### src/common/accel_reg_pkg.sv
package accel_reg_pkg;
   localparam int ADDR_W = 8;
   localparam int DATA_W = 8;
   localparam int SAMPLE_W = 14;
   localparam int BUF_DEPTH_DEF = 32;

   localparam logic [7:0] ADDR_STATUS = 8'h00;
   localparam logic [7:0] ADDR_X_HIGH = 8'h01;
   localparam logic [7:0] ADDR_X_LOW = 8'h02;
   localparam logic [7:0] ADDR_Y_HIGH = 8'h03;
   localparam logic [7:0] ADDR_Y_LOW = 8'h04;
   localparam logic [7:0] ADDR_Z_HIGH = 8'h05;
   localparam logic [7:0] ADDR_Z_LOW = 8'h06;
   localparam logic [7:0] ADDR_RSVD_LO = 8'h07;
   localparam logic [7:0] ADDR_RSVD_HI = 8'h08;
   localparam logic [7:0] ADDR_BUF_SETUP = 8'h09;
   localparam logic [7:0] ADDR_TRIG_SEL = 8'h0A;
   localparam logic [7:0] ADDR_SYS_MODE = 8'h0B;
   localparam logic [7:0] ADDR_INT_CAUSE = 8'h0C;
   localparam logic [7:0] ADDR_ID = 8'h0D;
   localparam logic [7:0] ADDR_RANGE_CFG = 8'h0E;
   localparam logic [7:0] ADDR_HP_CUTOFF = 8'h0F;
   localparam logic [7:0] ADDR_ORIENT_STATE = 8'h10;
   localparam logic [7:0] ADDR_ORIENT_CFG = 8'h11;
   localparam logic [7:0] ADDR_ORIENT_DEB = 8'h12;
   localparam logic [7:0] ADDR_BF_TRIP = 8'h13;
   localparam logic [7:0] ADDR_ORIENT_THS = 8'h14;
   localparam logic [7:0] ADDR_FM_CFG = 8'h15;
   localparam logic [7:0] ADDR_FM_SRC = 8'h16;
   localparam logic [7:0] ADDR_FM_THS = 8'h17;
   localparam logic [7:0] ADDR_FM_DEB = 8'h18;
   localparam logic [7:0] ADDR_SYS_CTRL1 = 8'h2A;
   localparam logic [7:0] ADDR_INT_MASK = 8'h2D;

   localparam logic [7:0] RST_ZERO = 8'h00;
   localparam logic [7:0] RST_ORIENT_CFG = 8'h80;
   localparam logic [7:0] RST_ORIENT_THS = 8'h1A;

   // field positions
   localparam int BUF_MODE_HI = 7;
   localparam int BUF_MODE_LO = 6;
   localparam int WMK_HI = 5;
   localparam int FAST_READ_BIT = 1;
   localparam int ACTIVE_BIT = 0;
   localparam int FM_LATCH_BIT = 7;
   localparam int FM_EVENT_BIT = 7;
   localparam int INT_DRDY_BIT = 0;
   localparam int INT_FM_BIT = 2;
   localparam int INT_BUF_BIT = 6;
   localparam int HIGH_SPLIT = 6;
   localparam int LOW_SHIFT = 2;

   localparam logic [1:0] BUF_MODE_OFF = 2'h0;
   localparam logic [1:0] BUF_MODE_CIRC = 2'h1;

   typedef enum logic [5:0] {
      SEL_XH = 6'h01,
      SEL_XL = 6'h02,
      SEL_YH = 6'h04,
      SEL_YL = 6'h08,
      SEL_ZH = 6'h10,
      SEL_ZL = 6'h20
   } buf_byte_t;

   function automatic logic isWritable(input logic [7:0] a);
      case (a)
         ADDR_BUF_SETUP, ADDR_TRIG_SEL, ADDR_RANGE_CFG, ADDR_HP_CUTOFF,
         ADDR_ORIENT_CFG, ADDR_ORIENT_DEB, ADDR_BF_TRIP, ADDR_ORIENT_THS,
         ADDR_FM_CFG, ADDR_FM_THS, ADDR_FM_DEB, ADDR_SYS_CTRL1,
         ADDR_INT_MASK: isWritable = 1'b1;
         default: isWritable = 1'b0;
      endcase
   endfunction

   function automatic logic [7:0] resetValue(input logic [7:0] a);
      case (a)
         ADDR_ORIENT_CFG: resetValue = RST_ORIENT_CFG;
         ADDR_ORIENT_THS: resetValue = RST_ORIENT_THS;
         default: resetValue = RST_ZERO;
      endcase
   endfunction
endpackage

### src/verilog/accel_addr_step.sv
`timescale 1ns/1ps
module accel_addr_step
   import accel_reg_pkg::*;
(
   input wire logic [7:0] curAddr, // address of the access just made
   input wire logic bufOn, // buffer mode field non-zero
   input wire logic fastRd, // high bytes only
   output logic [7:0] nextAddr // pointer after the access
);
   always_comb begin
      nextAddr = curAddr + 8'h01;
      if (curAddr >= ADDR_X_HIGH && curAddr <= ADDR_Z_LOW) begin
         if (bufOn && curAddr == ADDR_X_HIGH) begin
            nextAddr = ADDR_X_HIGH;
         end else if (!fastRd) begin
            if (curAddr == ADDR_Z_LOW) begin
               nextAddr = ADDR_STATUS;
            end
         end else if (!bufOn && (curAddr == ADDR_X_HIGH || curAddr == ADDR_Y_HIGH)) begin
            nextAddr = curAddr + 8'h02;
         end else begin
            nextAddr = ADDR_STATUS;
         end
      end
   end
endmodule // accel_addr_step

### src/verilog/accel_reg_autoinc_map.sv
`timescale 1ns/1ps
module accel_reg_autoinc_map
   import accel_reg_pkg::*;
#(
   parameter int BUF_DEPTH = BUF_DEPTH_DEF,
   parameter logic [7:0] DEVICE_ID = 8'h5C // arbitrary identifier value
)(
   input wire logic clk_sys, // 50 MHz system clock
   input wire logic rst_n, // synchronous reset, active low
   input wire logic clkEn, // freezes all state while low
   input wire logic [7:0] regAddr, // register address
   input wire logic [7:0] regWrData, // write data
   input wire logic regWr, // write strobe
   input wire logic regRd, // read strobe
   input wire logic burst, // access uses the auto-increment pointer
   output logic [7:0] regRdData, // read data, cycle after the read
   output logic [7:0] ptr, // auto-increment pointer
   input wire logic sampleValid, // new sample pulse
   input wire logic [13:0] sampleX, // x sample
   input wire logic [13:0] sampleY, // y sample
   input wire logic [13:0] sampleZ, // z sample
   input wire logic motionDetect, // real-time fall/motion detection
   input wire logic [5:0] motionDir, // direction of the motion event
   input wire logic [7:0] orientState, // orientation detector state
   output logic irq // level interrupt
);
   localparam int CNT_W = $clog2(BUF_DEPTH) + 1;
   localparam int PTR_W = $clog2(BUF_DEPTH);
   localparam int ENTRY_W = 3 * SAMPLE_W;

   logic [7:0] rwMem [0:63];
   logic [13:0] xSamp, ySamp, zSamp;
   logic [2:0] drFlag, owFlag;
   logic [ENTRY_W-1:0] bufMem [0:BUF_DEPTH-1];
   logic [PTR_W-1:0] wrIdx, rdIdx;
   logic [CNT_W-1:0] bufCnt;
   logic bufOvf;
   buf_byte_t bufSel;
   logic fmFlag;
   logic [7:0] intCause;
   logic [7:0] rdByte;
   logic [7:0] next_ptr;
   logic [7:0] accAddr;
   logic acc, rdAcc, wrAcc;
   logic bufOn, fastRd, latchOn, active;
   logic [1:0] bufMode;
   logic push, pop, bufFull, bufEmpty, wmkHit, bufLast;
   logic [ENTRY_W-1:0] headEntry;
   logic [7:0] statusByte, bufStatus, drStatus, fmSrc;

   assign acc = clkEn && (regRd || regWr);
   assign rdAcc = clkEn && regRd;
   assign wrAcc = clkEn && regWr;
   assign accAddr = burst ? ptr : regAddr;
   assign bufMode = rwMem[ADDR_BUF_SETUP[5:0]][BUF_MODE_HI:BUF_MODE_LO];
   assign bufOn = bufMode != BUF_MODE_OFF;
   assign fastRd = rwMem[ADDR_SYS_CTRL1[5:0]][FAST_READ_BIT];
   assign active = rwMem[ADDR_SYS_CTRL1[5:0]][ACTIVE_BIT];
   assign latchOn = rwMem[ADDR_FM_CFG[5:0]][FM_LATCH_BIT];

   accel_addr_step u_step (
      .curAddr(accAddr),
      .bufOn(bufOn),
      .fastRd(fastRd),
      .nextAddr(next_ptr)
   );

   always_ff @(posedge clk_sys) begin
      if (!rst_n) begin
         ptr <= ADDR_STATUS;
      end else if (acc) begin
         ptr <= next_ptr;
      end
   end

   // writable registers only; read-only and reserved addresses drop the write
   always_ff @(posedge clk_sys) begin
      if (!rst_n) begin
         for (int i = 0; i < 64; i++) begin
            rwMem[i] <= resetValue(8'(i));
         end
      end else if (wrAcc && isWritable(accAddr)) begin
         rwMem[accAddr[5:0]] <= regWrData;
      end
   end

   always_ff @(posedge clk_sys) begin
      if (!rst_n) begin
         xSamp <= '0;
         ySamp <= '0;
         zSamp <= '0;
      end else if (clkEn && sampleValid && active) begin
         xSamp <= sampleX;
         ySamp <= sampleY;
         zSamp <= sampleZ;
      end
   end

   // per-axis ready and overwrite flags; a new sample wins over a read clear of the ready flag, the overwrite flag still clears
   genvar g;
   generate
      for (g = 0; g < 3; g++) begin : g_axis
         logic clrAxis;
         assign clrAxis = rdAcc && !bufOn && accAddr == ADDR_X_HIGH + 8'(2 * g);
         always_ff @(posedge clk_sys) begin
            if (!rst_n) begin
               drFlag[g] <= 1'b0;
               owFlag[g] <= 1'b0;
            end else if (clkEn) begin
               if (sampleValid && active) begin
                  drFlag[g] <= 1'b1;
                  owFlag[g] <= drFlag[g] && !clrAxis ? 1'b1 : owFlag[g] && !clrAxis;
               end else if (clrAxis) begin
                  drFlag[g] <= 1'b0;
                  owFlag[g] <= 1'b0;
               end
            end
         end
      end
   endgenerate

   // sample buffer
   assign bufFull = bufCnt == CNT_W'(BUF_DEPTH);
   assign bufEmpty = bufCnt == '0;
   assign headEntry = bufMem[rdIdx];
   assign wmkHit = rwMem[ADDR_BUF_SETUP[5:0]][WMK_HI:0] != 6'h00 &&
                   bufCnt >= CNT_W'(rwMem[ADDR_BUF_SETUP[5:0]][WMK_HI:0]);
   assign bufLast = fastRd ? bufSel == SEL_ZH : bufSel == SEL_ZL;
   assign push = clkEn && sampleValid && active && bufOn &&
                 (!bufFull || bufMode == BUF_MODE_CIRC);
   assign pop = (rdAcc && bufOn && accAddr == ADDR_X_HIGH && !bufEmpty && bufLast) ||
                (push && bufFull);

   always_ff @(posedge clk_sys) begin
      if (push) begin
         bufMem[wrIdx] <= {sampleX, sampleY, sampleZ};
      end
   end

   always_ff @(posedge clk_sys) begin
      if (!rst_n || (clkEn && !bufOn)) begin
         wrIdx <= '0;
         rdIdx <= '0;
         bufCnt <= '0;
      end else begin
         if (push) begin
            wrIdx <= wrIdx == PTR_W'(BUF_DEPTH - 1) ? '0 : wrIdx + 1'b1;
         end
         if (pop) begin
            rdIdx <= rdIdx == PTR_W'(BUF_DEPTH - 1) ? '0 : rdIdx + 1'b1;
         end
         if (push && !pop) begin
            bufCnt <= bufCnt + 1'b1;
         end else if (pop && !push) begin
            bufCnt <= bufCnt - 1'b1;
         end
      end
   end

   always_ff @(posedge clk_sys) begin
      if (!rst_n) begin
         bufOvf <= 1'b0;
      end else if (clkEn) begin
         if (sampleValid && active && bufOn && bufFull) begin
            bufOvf <= 1'b1;
         end else if (!bufOn || (rdAcc && accAddr == ADDR_STATUS)) begin
            bufOvf <= 1'b0;
         end
      end
   end

   // byte sequencer for reads of the root pointer while buffering
   always_ff @(posedge clk_sys) begin
      if (!rst_n) begin
         bufSel <= SEL_XH;
      end else if (clkEn) begin
         if (!bufOn || (acc && accAddr != ADDR_X_HIGH)) begin
            bufSel <= SEL_XH;
         end else if (rdAcc && accAddr == ADDR_X_HIGH && !bufEmpty) begin
            unique case (bufSel)
               SEL_XH: bufSel <= fastRd ? SEL_YH : SEL_XL;
               SEL_XL: bufSel <= SEL_YH;
               SEL_YH: bufSel <= fastRd ? SEL_ZH : SEL_YL;
               SEL_YL: bufSel <= SEL_ZH;
               SEL_ZH: bufSel <= fastRd ? SEL_XH : SEL_ZL;
               SEL_ZL: bufSel <= SEL_XH;
               default: bufSel <= SEL_XH;
            endcase
         end
      end
   end

   // fall/motion flag: latched until the source register is read, else live
   always_ff @(posedge clk_sys) begin
      if (!rst_n) begin
         fmFlag <= 1'b0;
      end else if (clkEn) begin
         if (!latchOn) begin
            fmFlag <= motionDetect;
         end else if (motionDetect) begin
            fmFlag <= 1'b1;
         end else if (rdAcc && accAddr == ADDR_FM_SRC) begin
            fmFlag <= 1'b0;
         end
      end
   end

   // sticky interrupt causes, cleared by reading the cause register
   always_ff @(posedge clk_sys) begin
      if (!rst_n) begin
         intCause <= RST_ZERO;
      end else if (clkEn) begin
         intCause <= (rdAcc && accAddr == ADDR_INT_CAUSE) ? RST_ZERO : intCause;
         if (sampleValid && active && !bufOn) begin
            intCause[INT_DRDY_BIT] <= 1'b1;
         end
         if (motionDetect && !fmFlag) begin
            intCause[INT_FM_BIT] <= 1'b1;
         end
         if (bufOn && (wmkHit || (sampleValid && active && bufFull))) begin
            intCause[INT_BUF_BIT] <= 1'b1;
         end
      end
   end

   always_ff @(posedge clk_sys) begin
      if (!rst_n) begin
         irq <= 1'b0;
      end else if (clkEn) begin
         irq <= |(intCause & rwMem[ADDR_INT_MASK[5:0]]);
      end
   end

   function automatic logic [7:0] highByte(input logic [13:0] s);
      highByte = s[SAMPLE_W-1:HIGH_SPLIT];
   endfunction

   function automatic logic [7:0] lowByte(input logic [13:0] s);
      lowByte = {s[HIGH_SPLIT-1:0], 2'b00};
   endfunction

   assign drStatus = {|owFlag, owFlag, |drFlag, drFlag};
   assign bufStatus = {bufOvf, wmkHit, bufCnt[5:0]};
   assign statusByte = bufOn ? bufStatus : drStatus;
   assign fmSrc = {fmFlag, 1'b0, motionDir};

   always_comb begin
      rdByte = RST_ZERO;
      case (accAddr)
         ADDR_STATUS: rdByte = statusByte;
         ADDR_X_HIGH: begin
            if (!bufOn) begin
               rdByte = highByte(xSamp);
            end else if (!bufEmpty) begin
               unique case (bufSel)
                  SEL_XH: rdByte = highByte(headEntry[41:28]);
                  SEL_XL: rdByte = lowByte(headEntry[41:28]);
                  SEL_YH: rdByte = highByte(headEntry[27:14]);
                  SEL_YL: rdByte = lowByte(headEntry[27:14]);
                  SEL_ZH: rdByte = highByte(headEntry[13:0]);
                  SEL_ZL: rdByte = lowByte(headEntry[13:0]);
                  default: rdByte = RST_ZERO;
               endcase
            end
         end
         ADDR_X_LOW: rdByte = lowByte(xSamp);
         ADDR_Y_HIGH: rdByte = highByte(ySamp);
         ADDR_Y_LOW: rdByte = lowByte(ySamp);
         ADDR_Z_HIGH: rdByte = highByte(zSamp);
         ADDR_Z_LOW: rdByte = lowByte(zSamp);
         ADDR_SYS_MODE: rdByte = {7'h00, active};
         ADDR_INT_CAUSE: rdByte = intCause;
         ADDR_ID: rdByte = DEVICE_ID;
         ADDR_ORIENT_STATE: rdByte = orientState;
         ADDR_FM_SRC: rdByte = fmSrc;
         default: rdByte = isWritable(accAddr) ? rwMem[accAddr[5:0]] : RST_ZERO;
      endcase
   end

   always_ff @(posedge clk_sys) begin
      if (!rst_n) begin
         regRdData <= RST_ZERO;
      end else if (clkEn) begin
         regRdData <= rdAcc ? rdByte : RST_ZERO;
      end
   end

   a_ptr_status: assert property (@(posedge clk_sys) disable iff (!rst_n)
      acc && accAddr == ADDR_STATUS |=> ptr == ADDR_X_HIGH)
      else $error("pointer did not advance from status");
   a_xhigh_data: assert property (@(posedge clk_sys) disable iff (!rst_n)
      rdAcc && !bufOn && accAddr == ADDR_X_HIGH |=> regRdData == $past(xSamp[13:6]))
      else $error("x high byte wrong");
   a_ylow_data: assert property (@(posedge clk_sys) disable iff (!rst_n)
      rdAcc && accAddr == ADDR_Y_LOW |=> regRdData == {$past(ySamp[5:0]), 2'b00})
      else $error("y low byte wrong");
   a_root_pointer: assert property (@(posedge clk_sys) disable iff (!rst_n)
      acc && bufOn && accAddr == ADDR_X_HIGH |=> ptr == ADDR_X_HIGH)
      else $error("root pointer moved");
   a_seq_step: assert property (@(posedge clk_sys) disable iff (!rst_n)
      acc && !bufOn && !fastRd && accAddr >= ADDR_X_HIGH && accAddr < ADDR_Z_LOW
      |=> ptr == $past(accAddr) + 8'h01)
      else $error("sequential step wrong");
   a_fast_skip: assert property (@(posedge clk_sys) disable iff (!rst_n)
      acc && !bufOn && fastRd && accAddr == ADDR_Y_HIGH |=> ptr == ADDR_Z_HIGH)
      else $error("fast read skip wrong");
   a_fast_wrap: assert property (@(posedge clk_sys) disable iff (!rst_n)
      acc && bufOn && fastRd && accAddr > ADDR_X_HIGH && accAddr <= ADDR_Z_LOW
      |=> ptr == ADDR_STATUS)
      else $error("fast buffered wrap wrong");
   a_cfg_step: assert property (@(posedge clk_sys) disable iff (!rst_n)
      acc && accAddr >= ADDR_BUF_SETUP && accAddr <= ADDR_FM_DEB
      |=> ptr == $past(accAddr) + 8'h01)
      else $error("config step wrong");
   a_range_rw: assert property (@(posedge clk_sys) disable iff (!rst_n)
      wrAcc && accAddr == ADDR_RANGE_CFG ##1 rdAcc && accAddr == ADDR_RANGE_CFG
      |=> regRdData == $past(regWrData, 2))
      else $error("range register readback wrong");
   a_trig_reset: assert property (@(posedge clk_sys)
      !rst_n |=> rwMem[ADDR_TRIG_SEL[5:0]] == RST_ZERO)
      else $error("trigger config reset wrong");
   a_fm_latch: assert property (@(posedge clk_sys) disable iff (!rst_n)
      clkEn && latchOn && fmFlag && !(rdAcc && accAddr == ADDR_FM_SRC) |=> fmFlag)
      else $error("latched event lost");
   a_id_fixed: assert property (@(posedge clk_sys) disable iff (!rst_n)
      wrAcc && accAddr == ADDR_ID ##1 rdAcc && accAddr == ADDR_ID |=> regRdData == DEVICE_ID)
      else $error("identifier changed by write");

   c_buf_read: cover property (@(posedge clk_sys) disable iff (!rst_n)
      rdAcc && bufOn && accAddr == ADDR_X_HIGH && !bufEmpty && bufLast);
   c_fast_read: cover property (@(posedge clk_sys) disable iff (!rst_n)
      acc && fastRd && !bufOn && accAddr == ADDR_X_HIGH ##1 acc && accAddr == ADDR_Y_HIGH);
   c_fm_latched: cover property (@(posedge clk_sys) disable iff (!rst_n)
      latchOn && fmFlag && !motionDetect ##1 rdAcc && accAddr == ADDR_FM_SRC);
   c_irq: cover property (@(posedge clk_sys) disable iff (!rst_n) $rose(irq));
endmodule // accel_reg_autoinc_map

### config.mk
export PLATFORM = sky130hd
export DESIGN_NAME = accel_reg_autoinc_map
export DESIGN_NICKNAME = d
export VERILOG_FILES = /design/src/common/accel_reg_pkg.sv /design/src/verilog/accel_addr_step.sv /design/src/verilog/accel_reg_autoinc_map.sv
export SDC_FILE = /design/constraint.sdc
export NUM_CORES = 2
export LEC_CHECK = 0
export BUFFER_PORTS_ARGS = -buffer_cell sky130_fd_sc_hd__buf_2
export CORE_UTILIZATION = 55
export CTS_CLUSTER_DIAMETER = 150
export DETAILED_ROUTE_END_ITERATION = 10
export GPL_ROUTABILITY_DRIVEN = 1
export HOLD_SLACK_MARGIN = 0.03
export PLACE_DENSITY = 0.72
export SYNTH_ARGS = -nofsm -noshare
export SYNTH_HDL_FRONTEND = slang
export SYNTH_SLANG_ARGS = --single-unit
### constraint.sdc
create_clock -name clk_sys -period 7.3 [get_ports clk_sys]
set_input_delay 1.46 -clock clk_sys [delete_from_list [all_inputs] [get_ports clk_sys]]
set_output_delay 1.46 -clock clk_sys [all_outputs]
set_load 0.01 [all_outputs]
==> results.toml <==
[timing]
slew_viol_final = 0
max_freq_mhz = 184.5
hold_viol = 0
fin_crit_sh_pct = 74.27
slew_headroom_pct = 13.47
period_needed_ns = 5.421
setup_violations = 0
timing.setup.tns_ns = 0
tightestPinTransition_ns = 1.284
rsz0062_at_grt = "false"
finClkSkew_ns = 0.03525

[worst_setup_path]
criticalPathCategory = "in -> reg"
required_ns = 7.81
start_kind = "input port"
reg2reg_to = "bufCnt[5]"
ff2ff_setup_slack_ns = 2.71
r2r_cells = 14
worstPathMaxFanout = 24
r2r_start = "bufSel[1]"
worstPathArrival_ns = 5.93
cp-end-kind = "register"

[synthesis]
syn_area_per_cell_um2 = 17.28
synth-simple-area-share_pct = 7.681
synthMuxAreaShare_pct = 12.77
synth_top_family_by_area = "multiplexers"
synth_seq_cells = 1837
synth-compound-area-share_pct = 4.184
syn_area_um2 = 74730
synthXorXnorAreaFrac_pct = 0.1406
yosysSeqAreaShare_pct = 72.51
synth.distinct_cells = 79
synth_edf_count = 1740
yosys.area_share.adder_pct = 0.4956
yosys_warnings = 0
synthArstFlopShare_pct = 0
syn_inst = 4325
yosys_most_used_dff = "edfxtp_1"

[final_layout]
nFillCells = 9379
drive_above_1_share_pct = 19.40
area_delta_synth_final_pct = 11.51
n_antenna_cell = 0
final_cells = 6474
multiInputGateArea_um2 = 19700
layout.nets = 4663
seq_area_um2 = 54210
finalCoreUtilization_pct = 62.13

[clock_network]
cts_setup_buffers = 0
cts_tree = "yes"
cts_buffer_depth = 3
root_buffer = "clkbuf_16"
cts_hold_buffers = 0
cts_made_buffers = 182
htreeDepth = 4
clk_latency_ns = 0.83
clk_pin_slew_ns = 0.06
cts_resized = 0
cts.sinks = 1837

[floorplanning]
die_y_um = 370.6
rows = 134
core_area_um2 = 134100
die_x_um = 370.6
io_pins = 97
start_util_pct = 55.72
dieArea_um2 = 137400

[place]
dp_cells = 6138
dp_hpwl_um = 117700
io_buffers = 96
place_congestion = 0.9132

[status]
status = "finished, final reports clean"

[grt]
grt_first_pass_wirelength_um = 283100
first_global_vias = 40780
grt-ovfl-total = 0
grt_max_degree = 144
grt_usage_pct = 28.91
antenna_found_initial = 5

[drt]
dr.pass1.iters = 6
dr.first_iter.drc_count = 5847
vias = 42190
routedWlPerCell_um = 30.38
antenna_left = 0
drt-total-wl_um = 196700
drcViolationCount = 0
viasPerCell = 6.516

[power_and_ir_drop]
peakVddDrop_mv = 0.2455
cellPowerDensity_nw_per_um2 = 256.4
p_leak_nw = 27.81
total_power_mw = 21.37

[min_path]
hold_end = "xSamp[2]"
hold_path_startpoint = "xSamp[2]"
hp-class = "reg -> reg"
hold_depth = 2

[job]
drv_cap = 0
==> per-layer routing <==
metal	GRT usage (%)	share of wire, %
met5	0	0.0066
met4	9.979	3.4
met3	5.748	11
met2	44.31	47
met1	41.82	39
==> power breakdown <==
| group | switching, mW | internal, mW |
|---|---|---|
| logic | 0.665 | 0.202 |
| clock network | 3.93 | 4.86 |
| registers | 0.0561 | 11.6 |
==> metrics by stage <==
step | area (um^2) | worst slack (ns) | hold slack, ns
after floorplan | 75270 | 1.412 | 0.4342
after global placement | 77810 | 1.280 | 0.4544
after detailed placement | 77810 | 1.114 | 0.4634
after CTS | 83330 | 1.997 | 0.4718
after global routing | 83330 | 1.668 | 0.4891
final | 83330 | 1.879 | 0.4680
==> critical path, cell delays in order <==
cell and delay [ns]:
buf_2 0.48, mux2i_4 0.67, buf_4 0.38, ha_1 0.50, xor2_1 0.11, or3_1 0.33, o2111ai_1 0.17, a21boi_4 0.24
nor4_4 0.91, buf_4 0.32, nand2_1 0.07, nand2_1 0.28
==> cells in the mapped netlist, types with 6 or more instances <==
cell	instances	share of area (%)
a311oi_1	14	0.16
nor2_1	108	0.54
clkbuf_1	149	0.75
a22oi_1	17	0.17
buf_2	79	0.53
buf_1	32	0.16
nand4_1	15	0.13
dfxtp_1	97	2.6
mux4_2	391	12
buf_4	38	0.38
buf_6	8	0.12
o21ai_0	48	0.32
a21o_1	25	0.25
nor3_1	31	0.21
o21a_1	11	0.11
and3_1	265	2.2
a211oi_1	18	0.18
o2111ai_1	6	0.070
and2_1	11	0.092
nand2_1	484	2.4
mux2i_1	64	0.86
nor4_1	16	0.13
nor2b_1	21	0.18
nand3b_1	13	0.13
xor2_1	7	0.082
a31oi_1	26	0.22
nand2b_1	16	0.13
o221ai_1	32	0.38
a2111oi_0	11	0.13
inv_1	52	0.26
edfxtp_1	1740	70
ha_1	28	0.47
o211ai_1	8	0.080
a32oi_1	12	0.14
nand3_1	142	0.95
o22ai_1	31	0.26
a211o_1	6	0.070
or3_1	8	0.067
nor4_4	6	0.17
a21oi_1	150	1.0
nor3b_1	8	0.080
==> sequential cells by signal, summed over array words and instances, names as in the netlist, 6 cells and up, named ones only <==
register,cells
bufCnt,6
bufMem,1344
bufSel,6
ptr,8
regRdData,8
rwMem,396
xSamp,14
ySamp,14
zSamp,14
==> cell usage in the layout, fill, tap and decap left out, types with 13 or more instances in the layout <==
cell type  count
a211oi_1      17
a21o_1        25
a21oi_1      150
a22oi_1       17
a311oi_1      14
a31oi_1       26
and3_1       264
buf_12        13
buf_2         96
buf_4         99
clkbuf_1      59
clkbuf_16    182
clkinv_1      42
clkinv_2      26
conb_1       144
dfxtp_1       93
edfxtp_1    1740
ha_1          28
inv_1         50
mux2i_1       64
mux4_2       391
nand2_1      484
nand2b_1      16
nand3_1      141
nand3b_1      13
nand4_1       15
nor2_1        75
nor2_4        32
nor2b_1       20
nor3_1        30
nor4_1        16
o21ai_0       48
o221ai_1      32
o22ai_1       31
==> final cells by class <==
cell class	count	share of cell area, %
timing repair buffer	208	1.781
multi-input combinational	2271	23.64
clock inverter	92	0.8438
sequential	1837	65.05
clock buffer	244	5.781
tap	1768	2.655
inverter	54	0.2507
==> cells by family after synthesis <==
group / Yosys count
compound gates: 464
xor+xnor: 12
fa+ha+maj: 29
buf+inv: 360
flops: 1837
mux: 461
other cells: 1
simple gates: 1161
==> worst max-delay path by stage <==
stage / to / from / slack, ns
global placement: rwMem[23][2] / burst / 1.28
global route: rwMem[23][5] / burst / 1.67
floorplan: bufCnt[5] / burst / 1.41
CTS: rwMem[23][4] / burst / 2.00
finish: rwMem[23][4] / burst / 1.88
detailed placement: rwMem[23][4] / burst / 1.11
Note: power is estimated with default switching activity, not from simulation.
